**src/rpm_regs.svh**
```systemverilog
// Register offsets, field positions, reset values and cycle counts of the reset pin manager
// Function
// - Runs on the slow clock and drives an active-low processor reset, peripheral reset and pin drive.
// - The source of the most recent reset is recorded and readable once the processor reset is released.
// - Pin, peripheral and processor resets can be asserted alone or together.
// - The reset state manager raises a request whenever the pin must be driven low and the pin manager acts on it.
// - The mode register lives on the I/O supply and keeps its settings through every core reset.
// - After power-up the pin is driven for the programmed pulse and then released; a pin held low keeps all in reset.
// - The pin is sampled on the slow clock and a low level reports a user reset request.
// - With the user-reset enable bit at 0 a low pin level triggers no user reset.
// - The current pin level is always readable in a status bit.
// - A sticky user-reset-seen bit sets when the pin is asserted and clears only on a status read or a core reset.
// - With the user-reset enable at 0 and the user-reset interrupt enable at 1 a pin assertion gives an interrupt instead of a reset.
// - On request the pin is driven low for a duration set by the pulse-length field.
// - The pulse lasts 2 to the power (field plus one) cycles, two cycles for a field of 0.
// - The pulse-length field resets to 0 on I/O supply reset; the pin then goes low two cycles after core reset release and rises two cycles later.
// - User-reset-seen interrupts only with user reset disabled and its interrupt enabled; a status read clears it.
`ifndef RPM_REGS_SVH
`define RPM_REGS_SVH

`define RPM_OFF_CTRL 12'h000
`define RPM_OFF_STATUS 12'h004
`define RPM_OFF_MODE 12'h008
`define RPM_OFF_IRQ_STAT 12'h00c
`define RPM_OFF_IRQ_MASK 12'h010

`define RPM_CTRL_PROC 0
`define RPM_CTRL_PERIPH 2
`define RPM_CTRL_EXT 3

`define RPM_ST_SEEN 0
`define RPM_ST_TYPE_LO 8
`define RPM_ST_TYPE_HI 10
`define RPM_ST_PIN_LEVEL 16
`define RPM_ST_BUSY 17

`define RPM_MODE_URE 0
`define RPM_MODE_UIE 4
`define RPM_MODE_EXP_LO 8
`define RPM_MODE_EXP_HI 11
`define RPM_MODE_RESET 32'h0000_0001

`define RPM_IRQ_PIN_FALL 0
`define RPM_IRQ_PULSE_DONE 1

`define RPM_SW_CYCLES 3'h3
`define RPM_STARTUP_CYCLES 3'h3

`endif

```
**src/rpm_pkg.sv**
```systemverilog
// Types shared by the reset pin manager modules
`default_nettype none
package rpm_pkg;
  typedef enum logic [1:0] {
    RPM_POWERUP = 2'b00,
    RPM_RUN = 2'b01,
    RPM_USER = 2'b11,
    RPM_SW = 2'b10
  } rpm_state_t;

  typedef enum logic [2:0] {
    RPM_TYPE_GENERAL = 3'h0,
    RPM_TYPE_SOFT = 3'h3,
    RPM_TYPE_USER = 3'h4
  } rpm_type_t;
endpackage : rpm_pkg
`default_nettype wire

```
**src/rpm_pulse.sv**
```systemverilog
// Low-pulse shaper for the reset pin
`default_nettype none
module rpm_pulse (
  input wire logic clk,
  input wire logic rst,
  input wire logic start,
  input wire logic [3:0] exp,
  output logic active_q
);
  logic [16:0] cnt_q;

  // Length minus one of a pulse of 2^(exp+1) cycles
  function automatic logic [16:0] rpm_len_m1(input logic [3:0] e);
    return (17'h00002 << e) - 17'h00001;
  endfunction : rpm_len_m1

  // A start while busy restarts the pulse, so the pin is never released early
  always_ff @(posedge clk) begin
    if (rst) begin
      active_q <= 1'b0;
      cnt_q <= 17'h00000;
    end else if (start) begin
      active_q <= 1'b1;
      cnt_q <= rpm_len_m1(exp);
    end else if (active_q) begin
      if (cnt_q == 17'h00000) begin
        active_q <= 1'b0;
      end else begin
        cnt_q <= cnt_q - 17'h00001;
      end
    end
  end
endmodule : rpm_pulse
`default_nettype wire

```
**src/rpm_sync.sv**
```systemverilog
// Two-stage synchroniser for the reset pin input
`default_nettype none
module rpm_sync (
  input wire logic clk,
  input wire logic rst,
  input wire logic d,
  output logic q
);
  logic meta_q;

  // Idle level of the pin is high, so both stages come out of reset high
  always_ff @(posedge clk) begin
    if (rst) begin
      meta_q <= 1'b1;
      q <= 1'b1;
    end else begin
      meta_q <= d;
      q <= meta_q;
    end
  end
endmodule : rpm_sync
`default_nettype wire

```
**src/rpm_top.sv**
```systemverilog
// Reset pin manager and reset state manager with APB register access
//
// The implementer's own choices: the register addresses and the APB register port.
`include "rpm_regs.svh"
`default_nettype none
module rpm_top (
  input wire logic clk,
  input wire logic rst,
  input wire logic io_supply_rst,
  input wire logic psel,
  input wire logic penable,
  input wire logic pwrite,
  input wire logic [11:0] paddr,
  input wire logic [31:0] pwdata,
  output logic [31:0] prdata,
  output logic pready,
  output logic pslverr,
  input wire logic pin_i,
  output logic pin_o,
  output logic pin_oe,
  output logic proc_rst_n,
  output logic periph_rst_n,
  output logic irq
);
  logic pin_s;
  logic pin_prev_q;
  logic pin_fall;
  logic pulse_active;
  logic pulse_prev_q;
  logic pulse_done;
  logic pulse_start_q;
  logic ignore_q;

  logic ure_q;
  logic uie_q;
  logic [3:0] exp_q;

  rpm_pkg::rpm_state_t state_q;
  logic [2:0] cnt_q;
  logic [2:0] sw_cmd_q;
  rpm_pkg::rpm_type_t type_q;
  rpm_pkg::rpm_type_t type_pend_q;
  logic proc_hold;
  logic periph_hold;

  logic seen_q;
  logic [1:0] irq_stat_q;
  logic [1:0] irq_mask_q;

  logic setup_acc;
  logic done;
  logic wr_en;
  logic rd_status;
  logic sw_go;
  logic user_go;
  logic mapped;
  logic [31:0] rd_word;

  function automatic logic rpm_hit(input logic [11:0] a, input logic [11:0] off);
    return a[11:2] == off[11:2];
  endfunction : rpm_hit

  // Pin input handling

  rpm_sync u_sync (
    .clk(clk),
    .rst(rst),
    .d(pin_i),
    .q(pin_s)
  );

  rpm_pulse u_pulse (
    .clk(clk),
    .rst(rst),
    .start(pulse_start_q),
    .exp(exp_q),
    .active_q(pulse_active)
  );

  assign pin_fall = pin_prev_q & ~pin_s;
  assign pulse_done = pulse_prev_q & ~pulse_active;

  always_ff @(posedge clk) begin
    if (rst) begin
      pin_prev_q <= 1'b1;
      pulse_prev_q <= 1'b0;
    end else begin
      pin_prev_q <= pin_s;
      pulse_prev_q <= pulse_active;
    end
  end

  // Our own pulse reads back low for a while after release; that low never looks like a user reset if the pulse-length field is above 0 (two-cycle pulses can)
  always_ff @(posedge clk) begin
    if (rst) begin
      ignore_q <= 1'b1;
    end else if (pulse_active) begin
      ignore_q <= 1'b1;
    end else if (pin_s) begin
      ignore_q <= 1'b0;
    end
  end

  // APB slave: pready rises in the second access cycle

  assign setup_acc = psel & penable & ~pready;
  assign done = psel & penable & pready;
  assign wr_en = done & pwrite;
  assign rd_status = done & ~pwrite & rpm_hit(paddr, `RPM_OFF_STATUS);
  assign mapped = rpm_hit(paddr, `RPM_OFF_CTRL) | rpm_hit(paddr, `RPM_OFF_STATUS) |
                  rpm_hit(paddr, `RPM_OFF_MODE) | rpm_hit(paddr, `RPM_OFF_IRQ_STAT) |
                  rpm_hit(paddr, `RPM_OFF_IRQ_MASK);

  always_comb begin
    rd_word = 32'h0000_0000;
    if (rpm_hit(paddr, `RPM_OFF_STATUS)) begin
      rd_word[`RPM_ST_SEEN] = seen_q;
      rd_word[`RPM_ST_TYPE_HI:`RPM_ST_TYPE_LO] = type_q;
      rd_word[`RPM_ST_PIN_LEVEL] = pin_s;
      rd_word[`RPM_ST_BUSY] = (state_q == rpm_pkg::RPM_SW);
    end else if (rpm_hit(paddr, `RPM_OFF_MODE)) begin
      rd_word[`RPM_MODE_URE] = ure_q;
      rd_word[`RPM_MODE_UIE] = uie_q;
      rd_word[`RPM_MODE_EXP_HI:`RPM_MODE_EXP_LO] = exp_q;
    end else if (rpm_hit(paddr, `RPM_OFF_IRQ_STAT)) begin
      rd_word[1:0] = irq_stat_q;
    end else if (rpm_hit(paddr, `RPM_OFF_IRQ_MASK)) begin
      rd_word[1:0] = irq_mask_q;
    end
  end

  always_ff @(posedge clk) begin
    if (rst) begin
      pready <= 1'b0;
      prdata <= 32'h0000_0000;
      pslverr <= 1'b0;
    end else begin
      pready <= setup_acc;
      if (setup_acc) begin
        prdata <= pwrite ? 32'h0000_0000 : rd_word;
        pslverr <= ~mapped;
      end else begin
        prdata <= 32'h0000_0000;
        pslverr <= 1'b0;
      end
    end
  end

  // Mode register sits on the I/O supply reset, untouched by the core reset
  always_ff @(posedge clk) begin
    if (io_supply_rst) begin
      ure_q <= 1'((`RPM_MODE_RESET >> `RPM_MODE_URE));
      uie_q <= 1'((`RPM_MODE_RESET >> `RPM_MODE_UIE));
      exp_q <= 4'((`RPM_MODE_RESET >> `RPM_MODE_EXP_LO));
    end else if (wr_en && rpm_hit(paddr, `RPM_OFF_MODE)) begin
      ure_q <= pwdata[`RPM_MODE_URE];
      uie_q <= pwdata[`RPM_MODE_UIE];
      exp_q <= pwdata[`RPM_MODE_EXP_HI:`RPM_MODE_EXP_LO];
    end
  end

  // Reset state manager

  // Control writes while a software reset runs are dropped
  assign sw_go = wr_en && rpm_hit(paddr, `RPM_OFF_CTRL) && (state_q == rpm_pkg::RPM_RUN) &&
                 (pwdata[`RPM_CTRL_PROC] | pwdata[`RPM_CTRL_PERIPH] | pwdata[`RPM_CTRL_EXT]);
  assign user_go = ~pin_s & ure_q & ~ignore_q;

  always_ff @(posedge clk) begin
    if (rst) begin
      state_q <= rpm_pkg::RPM_POWERUP;
      cnt_q <= `RPM_STARTUP_CYCLES;
      sw_cmd_q <= 3'h0;
    end else begin
      case (state_q)
        rpm_pkg::RPM_POWERUP: begin
          // Held until our pulse ends and nobody else keeps the pin low
          if (!pulse_active && !pulse_start_q && pin_s) begin
            state_q <= rpm_pkg::RPM_RUN;
          end
        end
        rpm_pkg::RPM_RUN: begin
          if (sw_go) begin
            state_q <= rpm_pkg::RPM_SW;
            cnt_q <= `RPM_SW_CYCLES - 3'h1;
            sw_cmd_q <= {pwdata[`RPM_CTRL_EXT], pwdata[`RPM_CTRL_PERIPH], pwdata[`RPM_CTRL_PROC]};
          end else if (user_go) begin
            state_q <= rpm_pkg::RPM_USER;
            cnt_q <= `RPM_STARTUP_CYCLES - 3'h1;
          end
        end
        rpm_pkg::RPM_USER: begin
          // Processor startup time counts only once the pin is seen high again
          if (!pin_s) begin
            cnt_q <= `RPM_STARTUP_CYCLES - 3'h1;
          end else if (cnt_q == 3'h0) begin
            state_q <= rpm_pkg::RPM_RUN;
          end else begin
            cnt_q <= cnt_q - 3'h1;
          end
        end
        rpm_pkg::RPM_SW: begin
          if (cnt_q == 3'h0) begin
            state_q <= rpm_pkg::RPM_RUN;
            sw_cmd_q <= 3'h0;
          end else begin
            cnt_q <= cnt_q - 3'h1;
          end
        end
        default: begin
          state_q <= rpm_pkg::RPM_POWERUP;
        end
      endcase
    end
  end

  // Pin drive requests: power-up and the software external-reset command
  always_ff @(posedge clk) begin
    if (rst) begin
      pulse_start_q <= 1'b1;
    end else begin
      pulse_start_q <= sw_go & pwdata[`RPM_CTRL_EXT];
    end
  end

  assign proc_hold = (state_q == rpm_pkg::RPM_POWERUP) | (state_q == rpm_pkg::RPM_USER) |
                     ((state_q == rpm_pkg::RPM_SW) & sw_cmd_q[0]);
  assign periph_hold = (state_q == rpm_pkg::RPM_POWERUP) | (state_q == rpm_pkg::RPM_USER) |
                       ((state_q == rpm_pkg::RPM_SW) & sw_cmd_q[1]);

  always_ff @(posedge clk) begin
    if (rst) begin
      proc_rst_n <= 1'b0;
      periph_rst_n <= 1'b0;
      pin_o <= 1'b0;
      pin_oe <= 1'b0;
    end else begin
      proc_rst_n <= ~proc_hold;
      periph_rst_n <= ~periph_hold;
      pin_o <= 1'b0;
      pin_oe <= pulse_active;
    end
  end

  // Reset source: latched on entry, shown only when the processor reset is released
  always_ff @(posedge clk) begin
    if (rst) begin
      type_pend_q <= rpm_pkg::RPM_TYPE_GENERAL;
      type_q <= rpm_pkg::RPM_TYPE_GENERAL;
    end else begin
      if (state_q == rpm_pkg::RPM_RUN && sw_go && pwdata[`RPM_CTRL_PROC]) begin
        type_pend_q <= rpm_pkg::RPM_TYPE_SOFT;
      end else if (state_q == rpm_pkg::RPM_RUN && !sw_go && user_go) begin
        type_pend_q <= rpm_pkg::RPM_TYPE_USER;
      end
      if (!proc_rst_n && !proc_hold) begin
        type_q <= type_pend_q;
      end
    end
  end

  // Status and interrupts: a hardware set in the clearing cycle wins
  always_ff @(posedge clk) begin
    if (rst) begin
      seen_q <= 1'b0;
    end else if (pin_fall) begin
      seen_q <= 1'b1;
    end else if (rd_status) begin
      seen_q <= 1'b0;
    end
  end

  always_ff @(posedge clk) begin
    if (rst) begin
      irq_stat_q <= 2'h0;
    end else begin
      if (pin_fall) begin
        irq_stat_q[`RPM_IRQ_PIN_FALL] <= 1'b1;
      end else if (wr_en && rpm_hit(paddr, `RPM_OFF_IRQ_STAT) && pwdata[`RPM_IRQ_PIN_FALL]) begin
        irq_stat_q[`RPM_IRQ_PIN_FALL] <= 1'b0;
      end
      if (pulse_done) begin
        irq_stat_q[`RPM_IRQ_PULSE_DONE] <= 1'b1;
      end else if (wr_en && rpm_hit(paddr, `RPM_OFF_IRQ_STAT) && pwdata[`RPM_IRQ_PULSE_DONE]) begin
        irq_stat_q[`RPM_IRQ_PULSE_DONE] <= 1'b0;
      end
    end
  end

  always_ff @(posedge clk) begin
    if (rst) begin
      irq_mask_q <= 2'h0;
    end else if (wr_en && rpm_hit(paddr, `RPM_OFF_IRQ_MASK)) begin
      irq_mask_q <= pwdata[1:0];
    end
  end

  always_ff @(posedge clk) begin
    if (rst) begin
      irq <= 1'b0;
    end else begin
      irq <= (seen_q & ~ure_q & uie_q) | (|(irq_stat_q & irq_mask_q));
    end
  end
endmodule : rpm_top
`default_nettype wire

```
**config.mk**
```make
export PLATFORM = sky130hd
export DESIGN_NAME = rpm_top
export DESIGN_NICKNAME = d
export VERILOG_FILES = /design/src/rpm_pkg.sv /design/src/rpm_pulse.sv /design/src/rpm_sync.sv /design/src/rpm_top.sv
export VERILOG_INCLUDE_DIRS = /design/src
export SDC_FILE = /design/constraint.sdc
export NUM_CORES = 1
export LEC_CHECK = 0
export BUFFER_PORTS_ARGS = -buffer_cell sky130_fd_sc_hd__buf_2
export CAP_MARGIN = 20
export CORE_UTILIZATION = 34
export CTS_CLUSTER_DIAMETER = 50
export CTS_CLUSTER_SIZE = 12
export DETAILED_ROUTE_END_ITERATION = 7
export PLACE_DENSITY = 0.6
export RECOVER_POWER = 100
export SLEW_MARGIN = 20
export SYNTH_ARGS = -nofsm -noshare
export SYNTH_HDL_FRONTEND = slang
export SYNTH_HIERARCHICAL = 1
export SYNTH_SLANG_ARGS = --single-unit
```
**constraint.sdc**
```tcl
create_clock -name clk -period 6.6 [get_ports clk]
set_clock_uncertainty 0.2 [all_clocks]
set_input_delay 0.66 -clock clk [delete_from_list [all_inputs] [get_ports clk]]
set_output_delay 0.66 -clock clk [all_outputs]
set_load 0.005 [all_outputs]
```
==> metrics.txt, run 1 <==
outcome=finished with violations; failing checks=max-capacitance violations, max-slew violations; delay-heaviest family, CP=buffers and inverters; Worst Setup End Kind=flop; final period utilization=0.644; Finished Layout Cells=593; Final Core Density=0.391; Fin Setup TNS=0 ps; Die Span X=103 um; Layout area overhead=11.0%; largest family of logic cells by synthesized area=simple AND/OR/NAND/NOR gates; # IOs=90; worst-path maximum fanout=49; WP buf/inv=2; Final setup viols=0; post-CTS setup buffer count=0; total track usage=0.165; Hold Fails Final Rpt=0; synthesized area per cell=8.23 um^2; First-pass DRT Iterations=4; vias in the first global route=2890; share of cells above drive strength 1=0.124; cells after synthesis=420; Least-Margin Pin Slew=1990 ps; hpwl dp=5860 um; Post-synth EDFFs=0; Clock Pin Slew Worst Setup and Hold Paths=70 ps; effective utilization at floorplan=0.352; Worst-Skew Late Latency=340 ps; Starting DRT DRC Count=236; Wirelength per Cell=14.4 um; Slew HR=-0.327; CTS tree=built; die area=0.0106 mm^2; htree depth=3; multiplexer share of the synthesized area=0.0290; Min-Delay Path Class=flop to flop; first-pass GRT wire length=13700 um; CP arrival=4270 ps; Buffers on Ports=40; yosys warns=6; Tmin final=4250 ps; row count=36; cell taking the most area after synthesis=dfxtp_1; PwrDens=239 mW/mm^2; register share of total power=0.432; drt total wl=8540 um; synth cell count leaders=60 x dfxtp_1, 45 x nor2_1, 28 x nand2_1; RSZ-0062 raised after global routing=no; Final ANT Viol Nets=0; Switching Power=252 uW; GPL Wtd Cong=0.856; Yosys top cell area share=0.348; Clock Path Buffers=2; largest stage delay on the critical path=1420 ps; CTS resizes=0; Maximum Capacitance Violations=2; Num CTS Buffers=9; DP Area=0.00367 mm^2; die height=103 um; Synth cell types=76; Crit-path slowest cell=clkbuf_1; kind of critical path=flop to flop; # diodes=0; drt drc=0; WP data required=6630 ps; top_reg_cell synth=dfxtp_1; clock power share=0.421; Nets=513; post-synthesis adder-cell area fraction=0.0253; Sw Ratio=0.275; post-synthesis sequential area ratio=0.348; power share of the combinational group=0.147; core area=0.00982 mm^2; Slew Viols, Final=84; crit start category=flop; # hold bufs at CTS=0; GR Overflow Total=0; Root Driver=clkbuf_8; xor/xnor share of the synthesized area=0.0177; vias per cell=5.40; dominant cells by area after synthesis=dfxtp_1 35%, buf_4 5.4%, nor2_1 4.9%; clk sinks=60; Pint=664 uW; Worst VDD drop=0.0000869 V; largest net degree at the start of global routing=50; static leakage=1.54 nW; initial antenna violation count=0; worst-path cell chain=clkbuf_1 -> inv_2 -> a21oi_1 -> ha_1 -> o311ai_0 -> nand2_1 -> a221oi_1 -> o311a_1; Final Cell Area=0.00384 mm^2; Simple-Gate Fraction of Synth Area=0.268; via count=3202; most frequent cell after synthesis=dfxtp_1; asr flop ratio synth=0; register bit total from synthesis=60; Compound-Gate Fraction of Synth Area=0.220; Max Clock Freq=0.235 GHz; post-synthesis cell area=0.00346 mm^2; Layout fillers=1050; Inst Count DP=577
-- state kept, by name (all words and copies together), names as in the netlist, 2 cells and up --
register	flops
u_pulse/cnt_q	17
prdata	9
exp_q	4
cnt_q	3
irq_mask_q	2
irq_stat_q	2
state_q	2
sw_cmd_q	2
type_pend_q	2
type_q	2
-- power groups by stage --
stage | clock (mW) | combinational, mW | sequential [mW]
after floorplan | 0 | 0.108 | 0.398
after global placement | 0 | 0.131 | 0.403
after detailed placement | 0 | 0.134 | 0.403
after CTS | 0.393 | 0.135 | 0.395
after global routing | 0.412 | 0.150 | 0.398
final | 0.386 | 0.135 | 0.395
-- metal layers --
| metal | track usage | vias up | wire (um) |
|---|---|---|---|
| met5 | 0 | - | 0 |
| met3 | 0.0305 | 11 | 585 |
| li1 | - | 1557 | - |
| met2 | 0.263 | 118 | 3820 |
| met4 | 0.0618 | 0 | 106 |
| met1 | 0.221 | 1516 | 4040 |
-- cell usage in the layout, fill, tap and decap left out, types with 3 or more instances in the layout --
master / instances
dfxtp_1: 60
and3_1: 7
a22o_1: 4
or3_1: 5
o22ai_1: 6
nor2b_1: 10
a211oi_1: 3
and2_1: 3
nor2_1: 45
o311ai_0: 3
or2_1: 3
a311oi_1: 4
clkbuf_1: 10
clkbuf_8: 11
o21ai_0: 15
nand2_1: 28
ha_1: 7
nand3_1: 16
buf_2: 32
conb_1: 24
nand2b_1: 4
and4_1: 3
mux2i_1: 10
nor3_1: 16
o31ai_1: 4
inv_1: 14
a22oi_1: 4
nor4_1: 5
and2_0: 5
xnor2_1: 6
a31oi_1: 8
o221ai_1: 3
a21oi_1: 26
-- final timing paths --
check	from	end	slack [ps]	cells past startpoint
worst max register to register	pulse_start_q	u_pulse/cnt_q[6]	2350	8
worst min register to register	u_sync/meta_q	u_sync/q	210	1
worst max-delay path	pulse_start_q	u_pulse/cnt_q[6]	2350	8
worst min-delay path	u_sync/meta_q	u_sync/q	210	1
-- logic make-up after synthesis --
group | Yosys count
mux | 10
other cells | 1
simple gates | 169
compound gates | 109
flops | 60
buf+inv | 57
fa+ha+maj | 7
xor+xnor | 7
-- final cells by class --
cell class	instances	area, um^2	area share
clock buffers	11	151	0.0395
flip-flops and latches	60	1200	0.313
inverters	16	60.1	0.0157
clock inverters	5	83.8	0.0218
multi-input cells	326	1980	0.515
repair buffers	42	198	0.0515
well taps	133	166	0.0434
-- through the flow --
stage	power, mW	worst slack (ps)	hold slack [ps]
final	0.916	2350	206
after global routing	0.959	2020	216
after CTS	0.923	3990	209
after detailed placement	0.537	3810	193
after global placement	0.534	3820	191
after floorplan	0.506	3940	185
Note: power is estimated with default switching activity, not from simulation.
==> inputs of run 2 (changes only) <==
clock period = 4.25 ns   (was 6.6 ns; I/O delays follow)
==> metrics.txt, run 2 (synthesized netlist as in run 1, its figures left out) <==
Root Driver=clkbuf_8; failing checks=max-capacitance violations, max-slew violations; # diodes=0 (unchanged); drt total wl=8530 um (-0.16%); Final ANT Viol Nets=0 (unchanged); reg2reg end=u_pulse/cnt_q[14]; total track usage=0.171 (+0.00677); register-to-register setup slack=1430 ps (-920 ps); Clock Pin Slew Worst Setup and Hold Paths=70 ps (about the same); CTS tree=built; kind of critical path=input port to flop; cells on worst reg2reg path=7 (-1); Crit-path slowest cell=clkbuf_1; vias per cell=5.37 (-0.56%); GPL Wtd Cong=0.857 (+0.11%); first-pass GRT wire length=14000 um (+2.3%); Crit path depth=5 (-3); Hold Fails Final Rpt=0 (unchanged); drt drc=0 (unchanged); Min-Delay Path Class=input port to flop; Worst-Skew Late Latency=340 ps (about the same); row count=36 (unchanged); die height=103 um (unchanged); Worst Setup End Kind=flop; worst-path cell chain=clkbuf_1 -> inv_1 -> and3_1 -> a2111oi_0 -> a22oi_1; htree depth=3 (unchanged); largest stage delay on the critical path=1090 ps (-330 ps); PwrDens=363 mW/mm^2 (+52%); core area=0.00982 mm^2 (unchanged); Clock Path Buffers=2 (unchanged); via count=3184 (-0.56%); WP buf/inv=2 (unchanged); Final Cell Area=0.00382 mm^2 (-0.42%); Slew HR=-0.0383 (+0.289); die area=0.0106 mm^2 (unchanged); GR Overflow Total=0 (unchanged); outcome=finished with violations; Wirelength per Cell=14.4 um (-0.16%); crit start category=input port; Crit. Startpoint=rst; Nets=513 (unchanged); Buffers on Ports=40 (unchanged); static leakage=1.55 nW (about the same); Tmin final=3020 ps; delay-heaviest family, CP=buffers and inverters; vias in the first global route=2970 (+2.8%); Slew Viols, Final=34 (-60%); number of flip-flops in the largest register=17 (unchanged); final period utilization=0.710; Fin Setup TNS=0 ps (unchanged); Max Clock Freq=0.332 GHz; Top Registers=u_pulse/cnt_q x17, prdata x9, exp_q x4; Least-Margin Pin Slew=1560 ps (-433 ps); post-CTS setup buffer count=0 (unchanged); DP Area=0.00367 mm^2 (unchanged); Largest Register=u_pulse/cnt_q; largest net degree at the start of global routing=49 (-2.0%); Maximum Capacitance Violations=1 (-1); CTS resizes=0 (unchanged); RSZ-0062 raised after global routing=no; worst-path maximum fanout=33 (-33%); Final setup viols=0 (unchanged); Die Span X=103 um (unchanged); First-pass DRT Iterations=4 (unchanged); CP arrival=3030 ps (-1240 ps); clk sinks=60 (unchanged); share of cells above drive strength 1=0.126 (+0.00217); r2r startpoint=exp_q[3]; CP endpoint=u_pulse/cnt_q[16]; most frequent cells in the layout=60 x dfxtp_1, 45 x nor2_1, 34 x buf_2, 28 x nand2_1, 26 x a21oi_1; WP data required=4260 ps (-2370 ps); Starting DRT DRC Count=208 (-12%); hpwl dp=5990 um (+2.2%); effective utilization at floorplan=0.352 (unchanged); Num CTS Buffers=9 (unchanged); # IOs=90 (unchanged); initial antenna violation count=0 (unchanged); Layout area overhead=10.6%; Total Power=1.39 mW (+51%); Worst VDD drop=0.000194 V (+120%); # hold bufs at CTS=0 (unchanged); leading cell type in the layout, fill and taps excluded=dfxtp_1
run 2: how the worst min path moves through the flow:
stage                        from             to  slack, ps  cells after the start
CTS                         pin_i  u_sync/meta_q         50                      2
detailed placement  u_sync/meta_q       u_sync/q        190                      1
global placement    u_sync/meta_q       u_sync/q        190                      1
floorplan           u_sync/meta_q       u_sync/q        190                      1
finish                      pin_i  u_sync/meta_q         60                      2
global route                pin_i  u_sync/meta_q         50                      2
run 2: routing by layer:
layer | part of all wire | GRT usage | vias to the layer above
met1 | 0.47 | 0.217 | 1520
li1 | - | - | 1553
met4 | 0.017 | 0.0780 | 0
met3 | 0.055 | 0.0373 | 9
met2 | 0.46 | 0.278 | 102
met5 | 0 | 0 | -
run 2: cell type report:
| cell class | instances | area, um^2 |
|---|---|---|
| clock buffers | 10 | 128 |
| clock inverters | 6 | 88.8 |
| fillers | 1038 | 6000 |
| inverters | 16 | 60.1 |
| multi-input cells | 326 | 1970 |
| flip-flops and latches | 60 | 1200 |
| well taps | 133 | 166 |
| repair buffers | 42 | 204 |
run 2: where the power goes:
part / total [mW] / internal, mW / switching [mW]
combinational: 0.207 / 0.0810 / 0.126
clock: 0.566 / 0.330 / 0.236
sequential: 0.615 / 0.588 / 0.0268
run 2: metrics by stage:
stage	utilization	cells	setup WS, ps	hold WS, ps
after floorplan	-	443	1590	185
after global placement	0.374	577	1700	191
after detailed placement	0.374	577	1710	194
after CTS	0.396	593	1700	51.2
after global routing	0.389	593	958	54.2
final	0.389	593	1230	61.4
